<file path="src/tcc_pkg.sv">
// Constants, field layout and types of the three-channel timer
package tcc_pkg;
	localparam logic [15:0] ADDR_TIMER_CTL = 16'h0160;
	localparam logic [15:0] ADDR_CH0_CTL = 16'h0162;
	localparam logic [15:0] ADDR_CH1_CTL = 16'h0164;
	localparam logic [15:0] ADDR_CH2_CTL = 16'h0166;
	localparam logic [15:0] ADDR_IVEC = 16'h016E;
	localparam logic [15:0] ADDR_CNT = 16'h0170;
	localparam logic [15:0] ADDR_CH0_VAL = 16'h0172;
	localparam logic [15:0] ADDR_CH1_VAL = 16'h0174;
	localparam logic [15:0] ADDR_CH2_VAL = 16'h0176;
	localparam int TC_SRC_LSB = 8;
	localparam int TC_MODE_LSB = 4;
	localparam int TC_CLR_BIT = 2;
	localparam int TC_IE_BIT = 1;
	localparam int TC_IFG_BIT = 0;
	localparam logic [15:0] TC_WMASK = 16'h0332;
	localparam int CC_CM_LSB = 14;
	localparam int CC_IS_LSB = 12;
	localparam int CC_CAP_BIT = 8;
	localparam int CC_OM_LSB = 5;
	localparam int CC_IE_BIT = 4;
	localparam int CC_CCI_BIT = 3;
	localparam int CC_OUT_BIT = 2;
	localparam int CC_OV_BIT = 1;
	localparam int CC_IFG_BIT = 0;
	localparam logic [15:0] CC_WMASK = 16'hF1F4;
	localparam logic [15:0] TCTL_RST = 16'h0000;
	localparam logic [15:0] CCTL_RST = 16'h0000;
	localparam logic [15:0] VAL_RST = 16'h0000;
	localparam logic [15:0] CNT_MAX = 16'hFFFF;
	localparam logic [15:0] IV_NONE = 16'h0000;
	localparam logic [15:0] IV_CH1 = 16'h0002;
	localparam logic [15:0] IV_CH2 = 16'h0004;
	localparam logic [15:0] IV_OVF = 16'h000A;
	localparam int SYNC_W = 9;
	typedef enum logic [1:0] {MODE_STOP = 2'b00, MODE_UP = 2'b01, MODE_CONT = 2'b10,
		MODE_UPB = 2'b11} tcc_mode_t;
	typedef enum logic [1:0] {SRC_EXT = 2'b00, SRC_AUX = 2'b01, SRC_SUB = 2'b10,
		SRC_ALT = 2'b11} tcc_src_t;
	typedef enum logic [1:0] {IS_A = 2'b00, IS_B = 2'b01, IS_GND = 2'b10,
		IS_VCC = 2'b11} tcc_isel_t;
	typedef enum logic [2:0] {OM_BIT = 3'b000, OM_SET = 3'b001, OM_TGL_RST = 3'b010,
		OM_SET_RST = 3'b011, OM_TGL = 3'b100, OM_RST = 3'b101, OM_TGL_SET = 3'b110,
		OM_RST_SET = 3'b111} tcc_omode_t;
endpackage

</file>
<file path="src/tcc_sync.sv">
// Three-stage input synchroniser with agreement filter
`timescale 1ns/1ps
module tcc_sync import tcc_pkg::*; (
	input wire logic clk_sys,
	input wire logic reset,
	input wire logic [SYNC_W-1:0] din,
	output logic [SYNC_W-1:0] lvl_q
);
	logic [SYNC_W-1:0] s1_q;
	logic [SYNC_W-1:0] s2_q;
	logic [SYNC_W-1:0] s3_q;

	always_ff @(posedge clk_sys) begin
		if (reset) begin
			s1_q <= '0;
			s2_q <= '0;
			s3_q <= '0;
		end else begin
			s1_q <= din;
			s2_q <= s1_q;
			s3_q <= s2_q;
		end
	end

	// Level changes only once stages two and three agree
	always_ff @(posedge clk_sys) begin
		if (reset) begin
			lvl_q <= '0;
		end else begin
			lvl_q <= (s2_q & s3_q) | (lvl_q & (s2_q | s3_q));
		end
	end
endmodule

</file>
<file path="src/tcc_chan.sv">
// One capture/compare channel
`timescale 1ns/1ps
module tcc_chan import tcc_pkg::*; (
	input wire logic clk_sys,
	input wire logic reset,
	input wire logic ctl_we,
	input wire logic val_we,
	input wire logic [15:0] wdata,
	input wire logic [15:0] cnt_q,
	input wire logic [15:0] cnt_next,
	input wire logic cnt_tick,
	input wire logic period_ev,
	input wire logic in_a,
	input wire logic in_b,
	input wire logic hw_clr,
	output logic [15:0] ctl_rd,
	output logic [15:0] val_q,
	output logic out_q,
	output logic pend
);
	logic [15:0] ctl_q;
	logic cci;
	logic cci_prev_q;
	logic cap_mode;
	logic cap_ev;
	logic eq_ev;
	logic flag_q;
	logic ov_q;
	tcc_isel_t isel;
	tcc_omode_t omode;

	assign isel = tcc_isel_t'(ctl_q[CC_IS_LSB +: 2]);
	assign omode = tcc_omode_t'(ctl_q[CC_OM_LSB +: 3]);
	assign cap_mode = ctl_q[CC_CAP_BIT];

	always_comb begin
		unique case (isel)
			IS_A: cci = in_a;
			IS_B: cci = in_b;
			IS_GND: cci = 1'b0;
			IS_VCC: cci = 1'b1;
		endcase
	end

	// Capture on selected edge; compare when counter steps onto the value
	assign cap_ev = cap_mode & ((ctl_q[CC_CM_LSB] & cci & ~cci_prev_q)
		| (ctl_q[CC_CM_LSB+1] & ~cci & cci_prev_q));
	assign eq_ev = ~cap_mode & cnt_tick & (cnt_next == val_q);
	assign pend = flag_q & ctl_q[CC_IE_BIT];
	assign ctl_rd = ctl_q | {12'h000, cci, 1'b0, ov_q, flag_q};

	always_ff @(posedge clk_sys) begin
		if (reset) begin
			ctl_q <= CCTL_RST;
			cci_prev_q <= 1'b0;
		end else begin
			cci_prev_q <= cci;
			if (ctl_we) begin
				ctl_q <= wdata & CC_WMASK;
			end
		end
	end

	// Hardware set wins over any clear
	always_ff @(posedge clk_sys) begin
		if (reset) begin
			flag_q <= 1'b0;
			ov_q <= 1'b0;
		end else begin
			flag_q <= (cap_ev | eq_ev) | ((ctl_we ? wdata[CC_IFG_BIT] : flag_q) & ~hw_clr);
			ov_q <= (cap_ev & flag_q) | (ctl_we ? wdata[CC_OV_BIT] : ov_q);
		end
	end

	always_ff @(posedge clk_sys) begin
		if (reset) begin
			val_q <= VAL_RST;
		end else if (cap_ev) begin
			val_q <= cnt_q;
		end else if (val_we) begin
			val_q <= wdata;
		end
	end

	// Output unit, period event acts as the second edge for PWM
	always_ff @(posedge clk_sys) begin
		if (reset) begin
			out_q <= 1'b0;
		end else begin
			unique case (omode)
				OM_BIT: out_q <= ctl_q[CC_OUT_BIT];
				OM_SET: out_q <= out_q | eq_ev;
				OM_TGL_RST: out_q <= eq_ev ? ~out_q : (period_ev ? 1'b0 : out_q);
				OM_SET_RST: out_q <= eq_ev ? 1'b1 : (period_ev ? 1'b0 : out_q);
				OM_TGL: out_q <= out_q ^ eq_ev;
				OM_RST: out_q <= out_q & ~eq_ev;
				OM_TGL_SET: out_q <= eq_ev ? ~out_q : (period_ev ? 1'b1 : out_q);
				OM_RST_SET: out_q <= eq_ev ? 1'b0 : (period_ev ? 1'b1 : out_q);
			endcase
		end
	end

	property p_capture_value;
		@(posedge clk_sys) disable iff (reset)
		cap_ev |=> (val_q == $past(cnt_q)) && flag_q;
	endproperty
	a_capture_value: assert property (p_capture_value) else $error("capture value lost");

	property p_compare_flag;
		@(posedge clk_sys) disable iff (reset)
		eq_ev |=> flag_q ##0 (pend == ctl_q[CC_IE_BIT]);
	endproperty
	a_compare_flag: assert property (p_compare_flag) else $error("compare flag missing");

	property p_set_output;
		@(posedge clk_sys) disable iff (reset)
		(eq_ev && omode == OM_SET && !ctl_we) |=> out_q ##1 (out_q || $past(ctl_we));
	endproperty
	a_set_output: assert property (p_set_output) else $error("set output failed");

	c_capture: cover property (@(posedge clk_sys) disable iff (reset) cap_ev);
	c_pwm: cover property (@(posedge clk_sys) disable iff (reset)
		omode == OM_RST_SET && eq_ev ##[1:300] period_ev);
endmodule

</file>
<file path="src/tcc_top.sv">
// Three-channel timer top: word register port, counter, vector
`timescale 1ns/1ps
module tcc_top import tcc_pkg::*; (
	input wire logic clk_sys,
	input wire logic reset,
	input wire logic [15:0] bus_addr,
	input wire logic bus_wr,
	input wire logic bus_rd,
	input wire logic [15:0] bus_wdata,
	output logic [15:0] bus_rdata,
	input wire logic ext_timer_clock,
	input wire logic aux_clock,
	input wire logic submain_clock,
	input wire logic alt_ext_clock,
	input wire logic ch0_in_a,
	input wire logic ch0_in_b,
	input wire logic ch1_in_a,
	input wire logic comparator_output,
	input wire logic ch2_in_a,
	output logic ch0_out,
	output logic ch1_out,
	output logic ch2_out,
	output logic irq_ch0,
	output logic irq_shared
);
	logic [SYNC_W-1:0] lvl;
	logic [15:0] tctl_q;
	logic [15:0] cnt_q;
	logic [15:0] cnt_next;
	logic [15:0] ivec;
	logic [15:0] rd_mux;
	logic [15:0] ctl0_rd;
	logic [15:0] ctl1_rd;
	logic [15:0] ctl2_rd;
	logic [15:0] val0_q;
	logic [15:0] val1_q;
	logic [15:0] val2_q;
	logic ovf_q;
	logic src_lvl;
	logic src_prev_q;
	logic src_rise;
	logic tick;
	logic cnt_wrap;
	logic wrap_ev;
	logic tctl_we;
	logic cnt_we;
	logic ivec_rd;
	logic pend0;
	logic pend1;
	logic pend2;
	logic pend_ovf;
	logic clr1;
	logic clr2;
	logic clr_ovf;
	tcc_mode_t mode;
	tcc_src_t src;

	function automatic logic hit(input logic strobe, input logic [15:0] addr,
		input logic [15:0] reg_addr);
		return strobe && (addr == reg_addr);
	endfunction

	tcc_sync u_sync (
		.clk_sys(clk_sys),
		.reset(reset),
		.din({ch2_in_a, comparator_output, ch1_in_a, ch0_in_b, ch0_in_a,
			alt_ext_clock, submain_clock, aux_clock, ext_timer_clock}),
		.lvl_q(lvl)
	);

	assign tctl_we = hit(bus_wr, bus_addr, ADDR_TIMER_CTL);
	assign cnt_we = hit(bus_wr, bus_addr, ADDR_CNT);
	assign ivec_rd = hit(bus_rd, bus_addr, ADDR_IVEC);
	assign mode = tcc_mode_t'(tctl_q[TC_MODE_LSB +: 2]);
	assign src = tcc_src_t'(tctl_q[TC_SRC_LSB +: 2]);

	// Clock source select and edge detect
	always_comb begin
		unique case (src)
			SRC_EXT: src_lvl = lvl[0];
			SRC_AUX: src_lvl = lvl[1];
			SRC_SUB: src_lvl = lvl[2];
			SRC_ALT: src_lvl = lvl[3];
		endcase
	end

	always_ff @(posedge clk_sys) begin
		if (reset) begin
			src_prev_q <= 1'b0;
		end else begin
			src_prev_q <= src_lvl;
		end
	end

	assign src_rise = src_lvl & ~src_prev_q;
	assign tick = src_rise && (mode != MODE_STOP) && !cnt_we;

	// Up mode wraps after channel 0 value, continuous after all ones
	always_comb begin
		unique case (mode)
			MODE_CONT: cnt_wrap = (cnt_q == CNT_MAX);
			MODE_STOP: cnt_wrap = 1'b0;
			MODE_UP, MODE_UPB: cnt_wrap = (cnt_q >= val0_q);
		endcase
		cnt_next = cnt_wrap ? 16'h0000 : cnt_q + 16'h0001;
	end

	assign wrap_ev = tick & cnt_wrap;

	always_ff @(posedge clk_sys) begin
		if (reset) begin
			cnt_q <= 16'h0000;
		end else if (cnt_we) begin
			cnt_q <= bus_wdata;
		end else if (tctl_we && bus_wdata[TC_CLR_BIT]) begin
			cnt_q <= 16'h0000;
		end else if (tick) begin
			cnt_q <= cnt_next;
		end
	end

	always_ff @(posedge clk_sys) begin
		if (reset) begin
			tctl_q <= TCTL_RST;
		end else if (tctl_we) begin
			tctl_q <= bus_wdata & TC_WMASK;
		end
	end

	// Overflow flag, set wins over software or vector clear
	always_ff @(posedge clk_sys) begin
		if (reset) begin
			ovf_q <= 1'b0;
		end else begin
			ovf_q <= wrap_ev | ((tctl_we ? bus_wdata[TC_IFG_BIT] : ovf_q) & ~clr_ovf);
		end
	end

	assign pend_ovf = ovf_q & tctl_q[TC_IE_BIT];

	// Vector names highest pending shared source; reading it clears that one
	always_comb begin
		if (pend1) begin
			ivec = IV_CH1;
		end else if (pend2) begin
			ivec = IV_CH2;
		end else if (pend_ovf) begin
			ivec = IV_OVF;
		end else begin
			ivec = IV_NONE;
		end
	end

	assign clr1 = ivec_rd && pend1;
	assign clr2 = ivec_rd && !pend1 && pend2;
	assign clr_ovf = ivec_rd && !pend1 && !pend2 && pend_ovf;
	assign irq_ch0 = pend0;
	assign irq_shared = pend1 | pend2 | pend_ovf;

	tcc_chan u_ch0 (
		.clk_sys(clk_sys),
		.reset(reset),
		.ctl_we(hit(bus_wr, bus_addr, ADDR_CH0_CTL)),
		.val_we(hit(bus_wr, bus_addr, ADDR_CH0_VAL)),
		.wdata(bus_wdata),
		.cnt_q(cnt_q),
		.cnt_next(cnt_next),
		.cnt_tick(tick),
		.period_ev(wrap_ev),
		.in_a(lvl[4]),
		.in_b(lvl[5]),
		.hw_clr(1'b0),
		.ctl_rd(ctl0_rd),
		.val_q(val0_q),
		.out_q(ch0_out),
		.pend(pend0)
	);

	tcc_chan u_ch1 (
		.clk_sys(clk_sys),
		.reset(reset),
		.ctl_we(hit(bus_wr, bus_addr, ADDR_CH1_CTL)),
		.val_we(hit(bus_wr, bus_addr, ADDR_CH1_VAL)),
		.wdata(bus_wdata),
		.cnt_q(cnt_q),
		.cnt_next(cnt_next),
		.cnt_tick(tick),
		.period_ev(wrap_ev),
		.in_a(lvl[6]),
		.in_b(lvl[7]),
		.hw_clr(clr1),
		.ctl_rd(ctl1_rd),
		.val_q(val1_q),
		.out_q(ch1_out),
		.pend(pend1)
	);

	tcc_chan u_ch2 (
		.clk_sys(clk_sys),
		.reset(reset),
		.ctl_we(hit(bus_wr, bus_addr, ADDR_CH2_CTL)),
		.val_we(hit(bus_wr, bus_addr, ADDR_CH2_VAL)),
		.wdata(bus_wdata),
		.cnt_q(cnt_q),
		.cnt_next(cnt_next),
		.cnt_tick(tick),
		.period_ev(wrap_ev),
		.in_a(lvl[8]),
		.in_b(lvl[1]),
		.hw_clr(clr2),
		.ctl_rd(ctl2_rd),
		.val_q(val2_q),
		.out_q(ch2_out),
		.pend(pend2)
	);

	// Read mux, unmapped addresses read zero
	always_comb begin
		case (bus_addr)
			ADDR_TIMER_CTL: rd_mux = tctl_q | {15'h0000, ovf_q};
			ADDR_CH0_CTL: rd_mux = ctl0_rd;
			ADDR_CH1_CTL: rd_mux = ctl1_rd;
			ADDR_CH2_CTL: rd_mux = ctl2_rd;
			ADDR_IVEC: rd_mux = ivec;
			ADDR_CNT: rd_mux = cnt_q;
			ADDR_CH0_VAL: rd_mux = val0_q;
			ADDR_CH1_VAL: rd_mux = val1_q;
			ADDR_CH2_VAL: rd_mux = val2_q;
			default: rd_mux = 16'h0000;
		endcase
	end

	always_ff @(posedge clk_sys) begin
		if (reset) begin
			bus_rdata <= 16'h0000;
		end else if (bus_rd) begin
			bus_rdata <= rd_mux;
		end
	end

	property p_count_step;
		@(posedge clk_sys) disable iff (reset)
		(tick && !cnt_wrap && !tctl_we) |=> cnt_q == $past(cnt_q) + 16'h0001;
	endproperty
	a_count_step: assert property (p_count_step) else $error("counter did not step");

	property p_wrap_flag;
		@(posedge clk_sys) disable iff (reset)
		wrap_ev |=> ovf_q && cnt_q == 16'h0000;
	endproperty
	a_wrap_flag: assert property (p_wrap_flag) else $error("overflow flag missing");

	property p_vector_read;
		@(posedge clk_sys) disable iff (reset)
		(ivec_rd && pend1 && !u_ch1.cap_ev && !u_ch1.eq_ev) |=> bus_rdata == IV_CH1 && !pend1;
	endproperty
	a_vector_read: assert property (p_vector_read) else $error("vector read wrong");

	property p_count_write;
		@(posedge clk_sys) disable iff (reset)
		(cnt_we && mode == MODE_STOP) ##1 (hit(bus_rd, bus_addr, ADDR_CNT) && !cnt_we)
			|=> bus_rdata == $past(bus_wdata, 2);
	endproperty
	a_count_write: assert property (p_count_write) else $error("counter readback wrong");

	property p_src_select;
		@(posedge clk_sys) disable iff (reset)
		(src == SRC_SUB && mode == MODE_CONT && lvl[2] && !src_prev_q && !cnt_we)
			|-> tick;
	endproperty
	a_src_select: assert property (p_src_select) else $error("source edge missed");

	property p_clear_zero;
		@(posedge clk_sys) disable iff (reset)
		(tctl_we && bus_wdata[TC_CLR_BIT]) |=> cnt_q == 16'h0000;
	endproperty
	a_clear_zero: assert property (p_clear_zero) else $error("counter not cleared");

	property p_stop_hold;
		@(posedge clk_sys) disable iff (reset)
		(mode == MODE_STOP && !cnt_we && !tctl_we) |=> cnt_q == $past(cnt_q);
	endproperty
	a_stop_hold: assert property (p_stop_hold) else $error("stopped counter moved");

	property p_vector_ch2;
		@(posedge clk_sys) disable iff (reset)
		(ivec_rd && !pend1 && pend2) |=> bus_rdata == IV_CH2;
	endproperty
	a_vector_ch2: assert property (p_vector_ch2) else $error("vector channel 2 wrong");

	property p_vector_ovf;
		@(posedge clk_sys) disable iff (reset)
		(ivec_rd && !pend1 && !pend2 && pend_ovf && !wrap_ev) |=> bus_rdata == IV_OVF && !ovf_q;
	endproperty
	a_vector_ovf: assert property (p_vector_ovf) else $error("vector overflow wrong");

	property p_rdata_hold;
		@(posedge clk_sys) disable iff (reset)
		!bus_rd |=> $stable(bus_rdata);
	endproperty
	a_rdata_hold: assert property (p_rdata_hold) else $error("read data changed");

	c_overflow: cover property (@(posedge clk_sys) disable iff (reset) wrap_ev);
	c_vec_ovf: cover property (@(posedge clk_sys) disable iff (reset) ivec_rd && clr_ovf);
	c_vec_ch2: cover property (@(posedge clk_sys) disable iff (reset) ivec_rd && clr2);
endmodule

</file>
<file path="config.mk">
export PLATFORM = sky130hd
export DESIGN_NAME = tcc_top
export DESIGN_NICKNAME = d
export VERILOG_FILES = /design/src/tcc_pkg.sv /design/src/tcc_sync.sv /design/src/tcc_chan.sv /design/src/tcc_top.sv
export SDC_FILE = /design/constraint.sdc
export NUM_CORES = 1
export LEC_CHECK = 0
export ABC_AREA = 1
export BUFFER_PORTS_ARGS = -buffer_cell sky130_fd_sc_hd__buf_2
export CAP_MARGIN = 20
export CORE_ASPECT_RATIO = 2
export CORE_MARGIN = 5
export CORE_UTILIZATION = 57
export CTS_CLUSTER_DIAMETER = 80
export DETAILED_ROUTE_END_ITERATION = 6
export PLACE_DENSITY_LB_ADDON = 0.15
export SLEW_MARGIN = 10
export SYNTH_ARGS = -nofsm -noshare
export SYNTH_HDL_FRONTEND = slang
export SYNTH_SLANG_ARGS = --single-unit
</file>
<file path="constraint.sdc">
create_clock -name clk_sys -period 4.1 [get_ports clk_sys]
set_input_delay 0.615 -clock clk_sys [delete_from_list [all_inputs] [get_ports clk_sys]]
set_output_delay 0.615 -clock clk_sys [all_outputs]
set_load 0.01 [all_outputs]
</file>
==> results.toml <==
[grt]
grt_antenna_before_repair = 0
grt_max_degree = 79
grt-busiest-layer = "met2"
met1_usage_pct = 42.16
grt_pass1_vias = 9671
grt_pass1_wl_um = 53430
grt_usage_pct = 36.97
gr-total-overflow = 0
use_met3_pct = 7.486
grt_util_met2_pct = 58.31

[yosys]
syn_area_um2 = 9254
synth_cell_type_count = 46
synth.avg_cell_area_um2 = 6.715
synth_adder_area_share_pct = 2.704
yosys.area_share.simple_pct = 26.57
yosysWarnings = 0
synth-seq-area-share_pct = 35.69
synth-seq-cells = 165
synth_area_leader_cell = "dfxtp_1"
synth_area_leaders = "dfxtp_1, nand2_1, inv_1, a21oi_1, nor2_1"
synthCells = 1378
synth_compound_area_share_pct = 22.20
synth_xor_area_share_pct = 1.568
synth_top_area_share_pct = 35.69
synth_flop_cell = "dfxtp_1"
muxShareOfSynthArea_pct = 0
synth_edf_count = 0
syn_nets = 1443
ys_async_sr_fraction_pct = 0
synth_top_family_by_area = "simple AND/OR/NAND/NOR gates"

[critical_path]
cp_slowest_stage_delay_ps = 510
slowest_stage = "a2111oi_1"
critPathMaxFanout = 23
cp.required_ps = 4490
cp-start-kind = "flop"
worstPathCellList = "ha_1, nand2_2, nor2_2, inv_2, nor2_4, nand3_2, o21ai_2, nand2_4, nand3_1, nand2_1, nor2_1, nand2_1, nor2_2, nand3_2, ha_1, a2111oi_1, a311oi_1, nand3_1, nand2_1, inv_1"
crit_family = "simple AND/OR/NAND/NOR gates"
crit_top_cell = "nand2_1"
cp_num_buf_inv = 2
cp-end-kind = "flop"
worstPathArrival_ps = 4310
critical_path_class = "reg -> reg"

[drt]
drt_iter0_drc = 1031
avgViaCountPerCell = 6.228
ant_nets = 0
wirelength_um = 35530
drc = 0
num_vias = 10250
wl_per_cell_um = 21.60
drt_pass1_iterations = 6

[final_layout]
final_net_count = 1493
n_antenna_cell = 0
drive_gt1_share_pct = 11.66
fin_cells = 1645
syn2layout_area_growth_pct = 13.02

[timing]
slew_violations = 0
setup_tns_ps = 0
post-route-period-util_pct = 95.68
setup_viol = 0
maxSlewHeadroom_pct = 40.47
rsz0062_at_grt = "no"
period_needed_ps = 3923
fmax_mhz = 254.9
tightest_slew_ps = 890.3
clock_skew_ps = 15.26
hold_viol = 0

[outcome]
status = "finished clean"

[placed_design]
dp.cells = 1610
gp_congestion = 1.100
dp_hpwl_um = 25060
port-buffer-count = 65

[power]
seq_power_share_pct = 47.0
vdd_drop_max_v = 0.0002836
switching_share_pct = 26.43
p_clk_share_pct = 49.6
combinationalPowerShare_pct = 3.4
leakage_nw = 4.143
power.density_nw_per_um2 = 328.8
p_int_mw = 2.530
netSwitchingPower_uw = 909.0

[floorplanning]
die-height_um = 190.2
die_x_um = 100.1
io_pins = 66
die-area_um2 = 19040
start_util_pct = 57.47
rows = 66
coreArea_um2 = 16100

[clock_network]
cts_buffer_depth = 2
cts_tree = "done"
numCtsBuffers = 17
clk_pin_slew_ps = 80
clock-sinks = 165
clkLatencyLatePin_ps = 450
h-tree-depth = 4
cts-root-buf = "clkbuf_16"
cts_hold_buf = 0
postCtsSetupBuffers = 0

[min_path]
min_path_type = "in -> reg"

[job]
maxCapViolCount = 0
cells in the final DEF, fill, tap and decap left out, types with 3 or more instances in the layout:
cell type and instances:
clkbuf_16 17, clkinv_8 5, nand4_1 14, inv_8 6
nand2_1 277, inv_2 3, o31ai_1 4, nor2_1 126
xor2_2 3, a221oi_1 17, o22ai_1 51, o21ai_0 53
nor2_2 10, nand3_1 74, buf_2 64, dfxtp_1 164
xor2_1 11, nor3_1 38, a211oi_1 9, a311oi_1 3
o21ai_1 3, a31oi_1 28, o221ai_1 3, inv_1 201
nand2_2 5, buf_4 25, a21oi_1 146, o41ai_1 9
nand2_4 5, ha_1 20, nor2_4 3, o211ai_1 9
nand3_2 5
final cells by class:
class                           instances  area (um^2)
Fill cell                            1545         5644
Multi-Input combinational cell        948         4962
Sequential cell                       165         3304
Inverter                              206        773.2
Timing Repair Buffer                   90        535.5
Clock buffer                           17        425.4
Tap cell                              204        255.2
Clock inverter                         15        202.7
power by group through the flow:
stage	clock, mW	combinational, mW	sequential (mW)
floorplan	0	0.0547	1.65
global placement	0	0.109	1.65
detailed placement	0	0.111	1.65
CTS	1.71	0.111	1.62
global route	1.78	0.127	1.62
finish	1.71	0.116	1.62
synth_stat cells, drive strengths merged (4+ instances only):
master  count
a211oi     10
a21oi     147
a221oi     17
a31oi      28
buf        13
clkbuf     48
dfxtp     165
ha         20
inv       204
nand2     286
nand3      79
nand4      15
nor2      139
nor3       40
o211ai     10
o21ai      57
o22ai      51
o31ai       4
o41ai       9
xor2       14
worst register-to-register path, stage by stage, from the launching register on:
cell,delay (ps)
dfxtp_1,440
ha_1,240
nand2_2,80
nor2_2,180
inv_2,100
nor2_4,120
nand3_2,90
o21ai_2,410
nand2_4,300
nand3_1,150
nand2_1,70
nor2_1,150
nand2_1,120
nor2_2,120
nand3_2,130
ha_1,310
a2111oi_1,510
a311oi_1,90
nand3_1,110
nand2_1,60
inv_1,50
registers in the layout, indices dropped and copies added, names as in the netlist, 10 cells and up:
register,flops
bus_rdata,16
u_ch0.ctl_q,10
u_ch0.val_q,16
u_ch1.ctl_q,10
cnt_q,16
u_ch1.val_q,16
u_ch2.val_q,16
u_ch2.ctl_q,10
kinds of logic (layout without fill, tap and decap cells):
| group | count (synthesis) | count (layout) |
|---|---|---|
| DFF | 165 | 165 |
| adders and majority gates | 20 | 20 |
| and+or+nand+nor | 565 | 567 |
| buffers and inverters | 267 | 328 |
| xor gates and xnor gates | 14 | 14 |
| AOI/OAI and AO/OA | 347 | 347 |
per-layer routing:
metal | up-vias | wire (um)
met4 | 0 | 3537
met3 | 206 | 3244
li1 | 4717 | -
met1 | 4667 | 12700
met5 | - | 0
met2 | 655 | 16050
final timing paths:
kind / slack, ps / cells after the start / end / start
setup / recovery: 180 / 20 / u_ch0.out_q / cnt_q[1]
hold / removal: 360 / 3 / u_sync.s1_q[1] / aux_clock
setup reg to reg: 180 / 20 / u_ch0.out_q / cnt_q[1]
hold reg to reg: 410 / 2 / u_sync.s2_q[0] / u_sync.s1_q[0]
per-stage QoR:
step | setup slack (ps) | cell area (um^2) | total power, mW | hold WS [ps] | util (%)
final | 177.1 | 10460 | 3.439 | 364.6 | 64.95
after global routing | 29.90 | 10460 | 3.523 | 368.4 | 64.95
after CTS | 110.1 | 10390 | 3.442 | 362.2 | 64.55
after detailed placement | 312.8 | 9766 | 1.765 | 395.1 | 60.64
after global placement | 268.6 | 9766 | 1.762 | 389.3 | 60.64
after floorplan | 1074 | 9254 | 1.708 | 388.3 | -
timing repair:
item	CTS	global route
hold endpoints to repair	0	0
gates resized for setup	0	5
setup endpoints to repair	0	3
No activity file was read; power rests on OpenSTA's default activity.
